`config.mk`:
```
export PLATFORM = sky130hd
export DESIGN_NAME = mac_tx_status_rx_filter
export DESIGN_NICKNAME = d
export VERILOG_FILES = /design/src/mac_txrx_pkg.sv /design/src/mac_tx_status_rx_filter.sv
export SDC_FILE = /design/constraint.sdc
export NUM_CORES = 1
export LEC_CHECK = 0
export ABC_AREA = 1
export BUFFER_PORTS_ARGS = -buffer_cell sky130_fd_sc_hd__buf_2
export CORE_ASPECT_RATIO = 0.7
export CORE_UTILIZATION = 55
export CTS_CLUSTER_SIZE = 25
export DETAILED_ROUTE_END_ITERATION = 10
export PLACE_DENSITY_LB_ADDON = 0.3
export SKIP_LAST_GASP = 1
export SYNTH_ARGS = -nofsm -noshare
export SYNTH_HDL_FRONTEND = slang
export SYNTH_SLANG_ARGS = --single-unit
```
`constraint.sdc`:
```
create_clock -name i_clk -period 4.5 [get_ports i_clk]
set_clock_uncertainty 0.15 [all_clocks]
set_input_delay 0.225 -clock i_clk [delete_from_list [all_inputs] [get_ports i_clk]]
set_output_delay 0.225 -clock i_clk [all_outputs]
set_load 0.02 [all_outputs]
```
`src/mac_txrx_pkg.sv`:
```
// Purpose: constants for transmit outcome status and receive filter block
// Assumes: apb with 32-bit data, one aligned word per register
// Notes: register offsets below are chosen locally
package mac_txrx_pkg;
    localparam logic [11:0] TX_STATUS_OFS = 12'h000;
    localparam logic [11:0] RX_CFG_OFS = 12'h004;
    localparam logic [11:0] COLL_CNT_OFS = 12'h008;
    localparam logic [11:0] STATION_LO_OFS = 12'h00C;
    localparam logic [11:0] STATION_HI_OFS = 12'h010;
    localparam logic [11:0] MISSED_CNT_OFS = 12'h014;
    localparam logic [11:0] TX_CTRL_OFS = 12'h018;
    // transmit status bits
    localparam int TS_OK = 0;
    localparam int TS_COL = 2;
    localparam int TS_ABORT_EXCESS = 3;
    localparam int TS_CARRIER_LOST = 4;
    localparam int TS_UNDERRUN = 5;
    localparam int TS_HB_FAIL = 6;
    localparam int TS_LATE_COL = 7;
    // receive config bits
    localparam int RC_ERR = 0;
    localparam int RC_RUNT = 1;
    localparam int RC_BCAST = 2;
    localparam int RC_MCAST = 3;
    localparam int RC_PROM = 4;
    localparam int RC_CHECK_ONLY = 5;
    localparam logic [7:0] RX_CFG_RST = 8'h00;
    localparam logic [7:0] RX_CFG_WMASK = 8'h3F;
    localparam logic [4:0] MAX_ATTEMPTS = 5'h10;
    localparam int MIN_FRAME_BYTES = 64;
    localparam int CLK_MHZ = 10;
    // times in tenths of a microsecond
    localparam int HB_WIN_X10US = 64;
    localparam int SLOT_X10US = 512;
    localparam int HB_CYC = HB_WIN_X10US * CLK_MHZ / 10;
    localparam int SLOT_CYC = SLOT_X10US * CLK_MHZ / 10;
    typedef enum logic [1:0] {
        TX_IDLE = 2'b00,
        TX_SEND = 2'b01,
        TX_GAP = 2'b10
    } tx_state_t;
endpackage

```
`src/mac_tx_status_rx_filter.sv`:
```
// Purpose: transmit outcome capture and receive acceptance filter
// Assumes: event inputs synchronous to i_clk, one-cycle pulses
// Notes: multicast hash result supplied from outside as i_rx_hash_hit
// Notes: bus writes land at the edge that samples pready high
//
// Design decisions made here: the address map and register access over APB.
`timescale 1ns/1ns
`default_nettype none
module mac_tx_status_rx_filter
    import mac_txrx_pkg::*;
(
    input wire logic i_clk,
    input wire logic i_rst,
    input wire logic i_psel,
    input wire logic i_penable,
    input wire logic i_pwrite,
    input wire logic [11:0] i_paddr,
    input wire logic [31:0] i_pwdata,
    output logic [31:0] o_prdata,
    output logic o_pready,
    output logic o_pslverr,
    input wire logic i_tx_data_start,
    input wire logic i_tx_end,
    input wire logic i_collision,
    input wire logic i_carrier,
    input wire logic i_fifo_empty_nobus,
    input wire logic i_heartbeat,
    input wire logic i_rx_end,
    input wire logic [47:0] i_rx_dest,
    input wire logic i_rx_crc_err,
    input wire logic i_rx_align_err,
    input wire logic [10:0] i_rx_len,
    input wire logic i_rx_hash_hit,
    output logic o_tx_busy,
    output logic o_tx_abort,
    output logic o_tx_retry,
    output logic o_rx_accept,
    output logic o_rx_store
);
    // transmit sequencer state
    tx_state_t st_r;
    tx_state_t st_nxt;
    // transmit outcome flags, no reset: undefined until the first send
    logic [7:0] status_r;
    logic [7:0] status_nxt;
    // receive filter configuration, bits 6 and 7 always zero
    logic [7:0] rcfg_r;
    // attempt count of the current frame, first attempt counts as one
    logic [4:0] attempts_r;
    logic [4:0] attempts_nxt;
    // station address, byte 0 in the low bits
    logic [47:0] station_r;
    // frames recognised while in check-only mode
    logic [15:0] missed_r;
    // cycles since the attempt started or since the frame ended
    logic [15:0] tmr_r;
    logic [15:0] tmr_nxt;
    // preamble done, carrier is watched from here on
    logic in_data_r;
    logic in_data_nxt;
    // heartbeat seen inside the current gap window
    logic hb_seen_r;
    logic hb_seen_nxt;
    // registered copies behind the outputs
    logic acc_r;
    logic store_r;
    logic abort_r;
    logic retry_r;
    logic ready_r;
    logic slverr_r;
    logic [31:0] rdata_r;

    // register select, one compare per offset
    function automatic logic addr_is(input logic [11:0] a, input logic [11:0] ofs);
        return (a == ofs);
    endfunction

    // saturating step, so a stuck frame never wraps back into a window
    function automatic logic [15:0] sat_inc(input logic [15:0] v);
        return (v == 16'hFFFF) ? v : v + 16'h0001;
    endfunction

    // apb decode: one wait state, then pready for one cycle
    // the first access cycle raises pready; a write lands at the edge that samples it
    wire logic acc_ph = i_psel && i_penable && !ready_r;
    wire logic wr = i_psel && i_penable && ready_r && i_pwrite;
    wire logic hit_ts = addr_is(i_paddr, TX_STATUS_OFS);
    wire logic hit_rc = addr_is(i_paddr, RX_CFG_OFS);
    wire logic hit_cc = addr_is(i_paddr, COLL_CNT_OFS);
    wire logic hit_sl = addr_is(i_paddr, STATION_LO_OFS);
    wire logic hit_sh = addr_is(i_paddr, STATION_HI_OFS);
    wire logic hit_mc = addr_is(i_paddr, MISSED_CNT_OFS);
    wire logic hit_tc = addr_is(i_paddr, TX_CTRL_OFS);
    // unmapped offsets answer with an error and zero data
    wire logic mapped = hit_ts | hit_rc | hit_cc | hit_sl | hit_sh | hit_mc | hit_tc;
    // writing bit 0 of the control word starts the next transmission
    // a start while busy is dropped, so the frame in flight keeps its status
    wire logic tx_go = wr && hit_tc && i_pwdata[0] && (st_r == TX_IDLE);

    // read data mux, unused upper bits read as zero
    wire logic [31:0] rd_mux =
        hit_ts ? {24'h000000, status_r} :
        hit_rc ? {24'h000000, rcfg_r} :
        hit_cc ? {27'h0000000, attempts_r} :
        hit_sl ? station_r[31:0] :
        hit_sh ? {16'h0000, station_r[47:32]} :
        hit_mc ? {16'h0000, missed_r} :
        hit_tc ? {31'h00000000, o_tx_busy} : 32'h00000000;

    // receive filter
    // destination byte 0 arrives first, its low bit is the group bit
    wire logic is_group = i_rx_dest[0];
    // all ones is broadcast, which is also a group address
    wire logic is_bcast = &i_rx_dest;
    // exact compare against the station address
    wire logic own_match = (i_rx_dest == station_r);
    // crc and alignment errors are treated alike
    wire logic rx_err = i_rx_crc_err | i_rx_align_err;
    // length counted in bytes, 64 is the shortest legal frame
    wire logic runt = (i_rx_len < 11'(MIN_FRAME_BYTES));

    wire logic ok_bc = is_bcast && rcfg_r[RC_BCAST];
    // multicast gate
    // the hash lookup sits outside; broadcast is kept off this path
    wire logic ok_mc = is_group && !is_bcast && rcfg_r[RC_MCAST] && i_rx_hash_hit;
    wire logic ok_ph = !is_group && (rcfg_r[RC_PROM] || own_match);
    wire logic addr_ok = ok_bc | ok_mc | ok_ph;
    wire logic err_ok = !rx_err || rcfg_r[RC_ERR];
    wire logic len_ok = !runt || rcfg_r[RC_RUNT];
    wire logic rx_ok = addr_ok && err_ok && len_ok;

    // transmit outcome sequencing
    // one timer serves both windows: from attempt start for the slot,
    // from frame end for the heartbeat gap
    wire logic slot_over = (tmr_r >= 16'(SLOT_CYC));
    wire logic hb_window = (tmr_r < 16'(HB_CYC));
    // named events, so each branch below reads as the behaviour it follows
    wire logic carrier_gone = in_data_r && !i_carrier;
    wire logic tries_spent = (attempts_r >= MAX_ATTEMPTS);
    wire logic hb_in_window = i_heartbeat && hb_window;
    // next attempt number, only used when a retry is allowed
    wire logic [4:0] attempts_inc = attempts_r + 5'h01;

    // next-state logic; flags only go from zero to one inside a send
    always_comb begin
        // defaults: hold all state, let the timer run
        st_nxt = st_r;
        status_nxt = status_r;
        attempts_nxt = attempts_r;
        tmr_nxt = sat_inc(tmr_r);
        in_data_nxt = in_data_r;
        hb_seen_nxt = hb_seen_r;
        case (st_r)
            // idle: wait for software to start a frame
            TX_IDLE: begin
                if (tx_go) begin
                    status_nxt = 8'h00;
                    attempts_nxt = 5'h01;
                    tmr_nxt = 16'h0000;
                    in_data_nxt = 1'b0;
                    st_nxt = TX_SEND;
                end
            end
            // send: medium events, underrun ranks first
            // each branch sets only its own flags; a collision can set TS_COL, TS_LATE_COL and TS_ABORT_EXCESS
            TX_SEND: begin
                if (i_tx_data_start) begin
                    // preamble and sync done, carrier watch begins
                    in_data_nxt = 1'b1;
                end
                // carrier loss flagged only
                // the send carries on; a lost carrier is reported, never acted on
                if (carrier_gone) begin
                    status_nxt[TS_CARRIER_LOST] = 1'b1;
                end
                if (i_fifo_empty_nobus) begin
                    status_nxt[TS_UNDERRUN] = 1'b1;
                    st_nxt = TX_IDLE;
                end else if (i_collision) begin
                    status_nxt[TS_COL] = 1'b1;
                    if (slot_over) begin
                        status_nxt[TS_LATE_COL] = 1'b1;
                    end
                    if (tries_spent) begin
                        status_nxt[TS_ABORT_EXCESS] = 1'b1;
                        st_nxt = TX_IDLE;
                    end else begin
                        // next attempt restarts the slot timer and the carrier watch
                        attempts_nxt = attempts_inc;
                        tmr_nxt = 16'h0000;
                        in_data_nxt = 1'b0;
                    end
                end else if (i_tx_end) begin
                    // ok only without abort or underrun
                    // both abort paths leave this state first, so ok never joins them
                    status_nxt[TS_OK] = 1'b1;
                    tmr_nxt = 16'h0000;
                    hb_seen_nxt = 1'b0;
                    st_nxt = TX_GAP;
                end
            end
            // gap: listen for the transceiver heartbeat
            TX_GAP: begin
                if (hb_in_window) begin
                    hb_seen_nxt = 1'b1;
                end
                // heartbeat window check
                // a pulse on the last window cycle is still seen one cycle later
                if (!hb_window) begin
                    status_nxt[TS_HB_FAIL] = !hb_seen_r;
                    st_nxt = TX_IDLE;
                end
            end
            default: begin
                // unused code, recover to idle
                st_nxt = TX_IDLE;
            end
        endcase
    end

    // status holds no reset value, left as is
    // no bus write path to status
    // only the sequencer feeds these flags; a bus write cannot reach them
    always_ff @(posedge i_clk) begin
        status_r <= status_nxt;
    end

    // control state
    // busy comes from the next state so it lines up with the state register
    // abort and retry are one-cycle pulses marking how an attempt ended
    always_ff @(posedge i_clk or posedge i_rst) begin
        if (i_rst) begin
            st_r <= TX_IDLE;
            attempts_r <= 5'h00;
            tmr_r <= 16'h0000;
            in_data_r <= 1'b0;
            hb_seen_r <= 1'b0;
            o_tx_busy <= 1'b0;
            abort_r <= 1'b0;
            retry_r <= 1'b0;
        end else begin
            st_r <= st_nxt;
            attempts_r <= attempts_nxt;
            tmr_r <= tmr_nxt;
            in_data_r <= in_data_nxt;
            hb_seen_r <= hb_seen_nxt;
            o_tx_busy <= (st_nxt == TX_SEND);
            abort_r <= (st_r == TX_SEND) && (st_nxt == TX_IDLE);
            retry_r <= (st_r == TX_SEND) && (st_nxt == TX_SEND) && i_collision;
        end
    end

    // registers written by software; bits 6 and 7 kept zero regardless
    // masking here keeps a careless write from ever reaching the reserved bits
    always_ff @(posedge i_clk or posedge i_rst) begin
        if (i_rst) begin
            rcfg_r <= RX_CFG_RST;
            station_r <= 48'h000000000000;
        end else if (wr) begin
            if (hit_rc) begin
                rcfg_r <= i_pwdata[7:0] & RX_CFG_WMASK;
            end
            if (hit_sl) begin
                station_r[31:0] <= i_pwdata;
            end
            if (hit_sh) begin
                station_r[47:32] <= i_pwdata[15:0];
            end
        end
    end

    // a frame that passes every gate, qualified by its end strobe
    wire logic frame_ok = i_rx_end && rx_ok;

    // receive decision outputs and monitor-mode tally
    // the tally wraps; software is expected to read it often enough
    always_ff @(posedge i_clk or posedge i_rst) begin
        if (i_rst) begin
            acc_r <= 1'b0;
            store_r <= 1'b0;
            missed_r <= 16'h0000;
        end else begin
            acc_r <= frame_ok;
            // monitor mode: check, count, never store
            store_r <= frame_ok && !rcfg_r[RC_CHECK_ONLY];
            if (frame_ok && rcfg_r[RC_CHECK_ONLY]) begin
                missed_r <= missed_r + 16'h0001;
            end
        end
    end

    // apb response
    // read data is latched in the first access cycle and stands with pready
    // error and data both drop back after one cycle
    always_ff @(posedge i_clk or posedge i_rst) begin
        if (i_rst) begin
            ready_r <= 1'b0;
            slverr_r <= 1'b0;
            rdata_r <= 32'h00000000;
        end else begin
            ready_r <= acc_ph;
            slverr_r <= acc_ph && !mapped;
            rdata_r <= (acc_ph && !i_pwrite) ? rd_mux : 32'h00000000;
        end
    end


    // every output is a flop copy
    assign o_pready = ready_r;
    assign o_pslverr = slverr_r;
    assign o_prdata = rdata_r;
    assign o_tx_abort = abort_r;
    assign o_tx_retry = retry_r;
    assign o_rx_accept = acc_r;
    assign o_rx_store = store_r;
endmodule // mac_tx_status_rx_filter
`default_nettype wire

```
==> results.txt <==
Status = finished clean
Hold Vio Cnt, Final = 0
Post-CTS Resized = 0
Slowest CP cell = nand2_1
Avg Inst Size Synth = 8.275 um2
Sw Pwr = 0.7912 mW
Gr usage total = 30.74%
I/O pins = 157
Mapped Cells = 898
Die height = 99.25 um
Yosys cell types = 49
Total CTS buffers = 17
Initial Util = 56.37%
Max-slew violation count = 0
Vias per inst = 5.388
Layout cells sized above 1 = 21.24%
DRT iter0 DRCs = 514
DPL Wire Length = 14,140 um
HP Class = primary input to flip-flop
Largest net degree at the start of global routing = 109
Vias in the first global route = 6,462
CTS clk-pin slew, worst paths = 60 ps
NumNets Final = 1,207
Static Leak = 4.683 nW
Max incr delay on CP = 600 ps
Max-cap violations = 0
Commonest non-fill, non-tap cell in the layout = nand2_1
Placement Cell Area = 8313 um2
Mapped Nets = 1,021
DRC viols = 0
Die ar. = 13,990 um2
Fin area = 9353 um2
Clock power frac = 48.3%
CP required = 4630 ps
Synth-to-layout area growth = 25.86%
Critical path cell sequence = dlygate4sd3_1 > buf_2 > nand2_1 > dlygate4sd3_1 > nor2_1 > nand2_1 > nor2_1 > nand2_1 > a311oi_1
IO Port Bufs = 150
Drt pass-1 iters = 7
WP data arrival = 3270 ps
Crit path max fanout = 24
Combinational fraction of design power = 9.7%
Slew @ Worst Pin = 1023 ps
Chip width = 140.9 um
Antenna viol nets, final = 0
CP Capture Type = flip-flop
YS warnings = 0
# setup viols final = 0
GPL Wtd Cong = 0.8372
Vias = 6,913
Register bit count reported by yosys = 141
Initial antenna violation count = 1
Final worst-path cycle share = 69.85%
Per-cell routed wire length = 15.96 um
RSZ-0062 raised after global routing = no
Max IR drop VDD = 0.0003126 V
TritonCTS sink count = 141
Setup tns final = 0 ps
PwrDens = 346.6 nW/um2
Startpoint Class = primary input
Max-slew headroom = 31.62%
First-pass GRT wire length = 32,710 um
Worst skew pair latency = 430 ps
WS Path Type = primary input to flip-flop
CTS H-tree lvls = 4
Fillcell total = 1,000
Fmax = 318.1 MHz
Most frequent cells in the layout = 246 x nand2_1, 150 x buf_2, 134 x dfrtp_1
Core Box Area = 13,180 um2
Crit path top cell by count = nand2_1
Tot Pwr = 3.242 mW
Final Critical Period = 3143 ps
Flop pwr share = 42.0%
CP top delay family = simple AND/OR/NAND/NOR gates
GRT Residual Overflow = 0
Net Sw Frac = 24.40%
Maximum clock path buffer count = 2
Netlist Area Pre-Place = 7431 um2
CTS tree = done
Internal = 2.451 mW
Sequential cell area fraction in the yosys report = 47.95%
DRT Wirelength = 20,470 um
Rows = 35
WP buf/inv = 3
CTS Root Cell = clkbuf_16
Yosys cell counts (all sizes together):
master  count  area share, %
dfrtp     134             45
nor3b       1           0.10
o21ai      62            4.2
o211a       2           0.27
buf         8           0.81
nor2       92            5.2
xor2       13            1.5
a311oi      5           0.59
o22ai       1          0.084
a31oi       7           0.79
clkinv      3           0.17
nor3       32            2.7
xnor2      42            5.0
and2        1           0.12
and3        1          0.084
nand2     254             13
nand3b      2           0.20
nand4      31            2.8
inv        96            4.8
edfxtp      7            2.8
or2         1          0.084
ha          5           0.84
nor4        6           0.67
a211oi      5           0.51
a21oi      13           0.98
clkbuf     14           0.71
o311ai      1           0.12
mux2       14            2.1
o211ai      6           0.61
o21bai      1           0.10
nand3      37            2.7
o221ai      1           0.12
metal layers:
metal | track usage (%) | vias up | share of wire, %
met5 | 0 | - | 0
met4 | 9.699 | 0 | 1.9
met3 | 6.933 | 39 | 8.0
met2 | 46.57 | 297 | 44
met1 | 44.16 | 3262 | 46
li1 | - | 3315 | -
logic make-up after synthesis:
logic type | after synthesis | share of synthesized area, %
adder cells (fa/ha/maj) | 5 | 0.8419
flip-flops | 141 | 47.95
multiplexers | 14 | 2.122
buffers and inverters | 121 | 6.533
AO/OA/AOI/OAI | 104 | 8.335
XOR/XNOR | 55 | 6.483
AND/OR/NAND/NOR | 458 | 27.73
power by group through the flow:
stage | combinational, mW | clock, mW | sequential, mW
floorplan | 0.180 | 0 | 1.38
global placement | 0.277 | 0 | 1.38
detailed placement | 0.284 | 0 | 1.38
CTS | 0.315 | 1.56 | 1.36
global route | 0.354 | 1.62 | 1.37
finish | 0.315 | 1.56 | 1.36
tightest hold or removal path, stage by stage:
cell	delay, ps
buf_2	70
inv_1	100
o21ai_1	150
flip-flops by register name, indices dropped and copies added (netlist names), 2 cells and up:
name,flops
tmr_r,16
o_prdata,32
station_r,48
st_r,2
attempts_r,5
missed_r,16
rcfg_r,6
status_r,7
stage by stage:
step           setup slack, ps  utilization (%)  instances  hold slack, ps
2_1_floorplan            542.2                -        898           206.7
3_3_place_gp              1556            63.07       1212           287.8
3_5_place_dp              1525            63.07       1212           292.8
4_1_cts                   1464            70.94       1282           6.285
5_1_grt                   1227            70.95       1283           51.66
6_report                  1357            70.95       1283           24.86
repair_timing:
item / 4_1_cts / 5_1_grt
setup buffers: 0 / 0
endpoints found under the hold margin: 160 / 0
hold buffers: 38 / 0
final timing paths:
| check | endpoint | cells past startpoint | slack [ps] | from |
|---|---|---|---|---|
| worst min register to register | missed_r[15]$_DFFE_PP0P_ | 2 | 340 | missed_r[15]$_DFFE_PP0P_ |
| max in group asynchronous | missed_r[15]$_DFFE_PP0P_ | 4 | 2850 | i_rst |
| worst min-delay path | station_r[37]$_DFFE_PP0P_ | 3 | 20 | i_pwdata[5] |
| worst max register to register | o_prdata[11]$_DFF_PP0_ | 5 | 2010 | o_pready$_DFF_PP0_ |
| worst max-delay path | o_prdata[11]$_DFF_PP0_ | 9 | 1360 | i_penable |
| min in group asynchronous | station_r[25]$_DFFE_PP0P_ | 3 | 410 | i_rst |
layout make-up:
cell class	count	area, um2	area share [%]
antenna	1	2.502	0.02676
clock inverter	14	217.7	2.328
inverter	99	377.9	4.040
multi-input combinational	636	3382	36.16
tap	185	231.5	2.475
clock buffer	18	439.2	4.696
timing repair buffer	189	1139	12.17
sequential	141	3563	38.10
(Power assumes the default switching activity.)
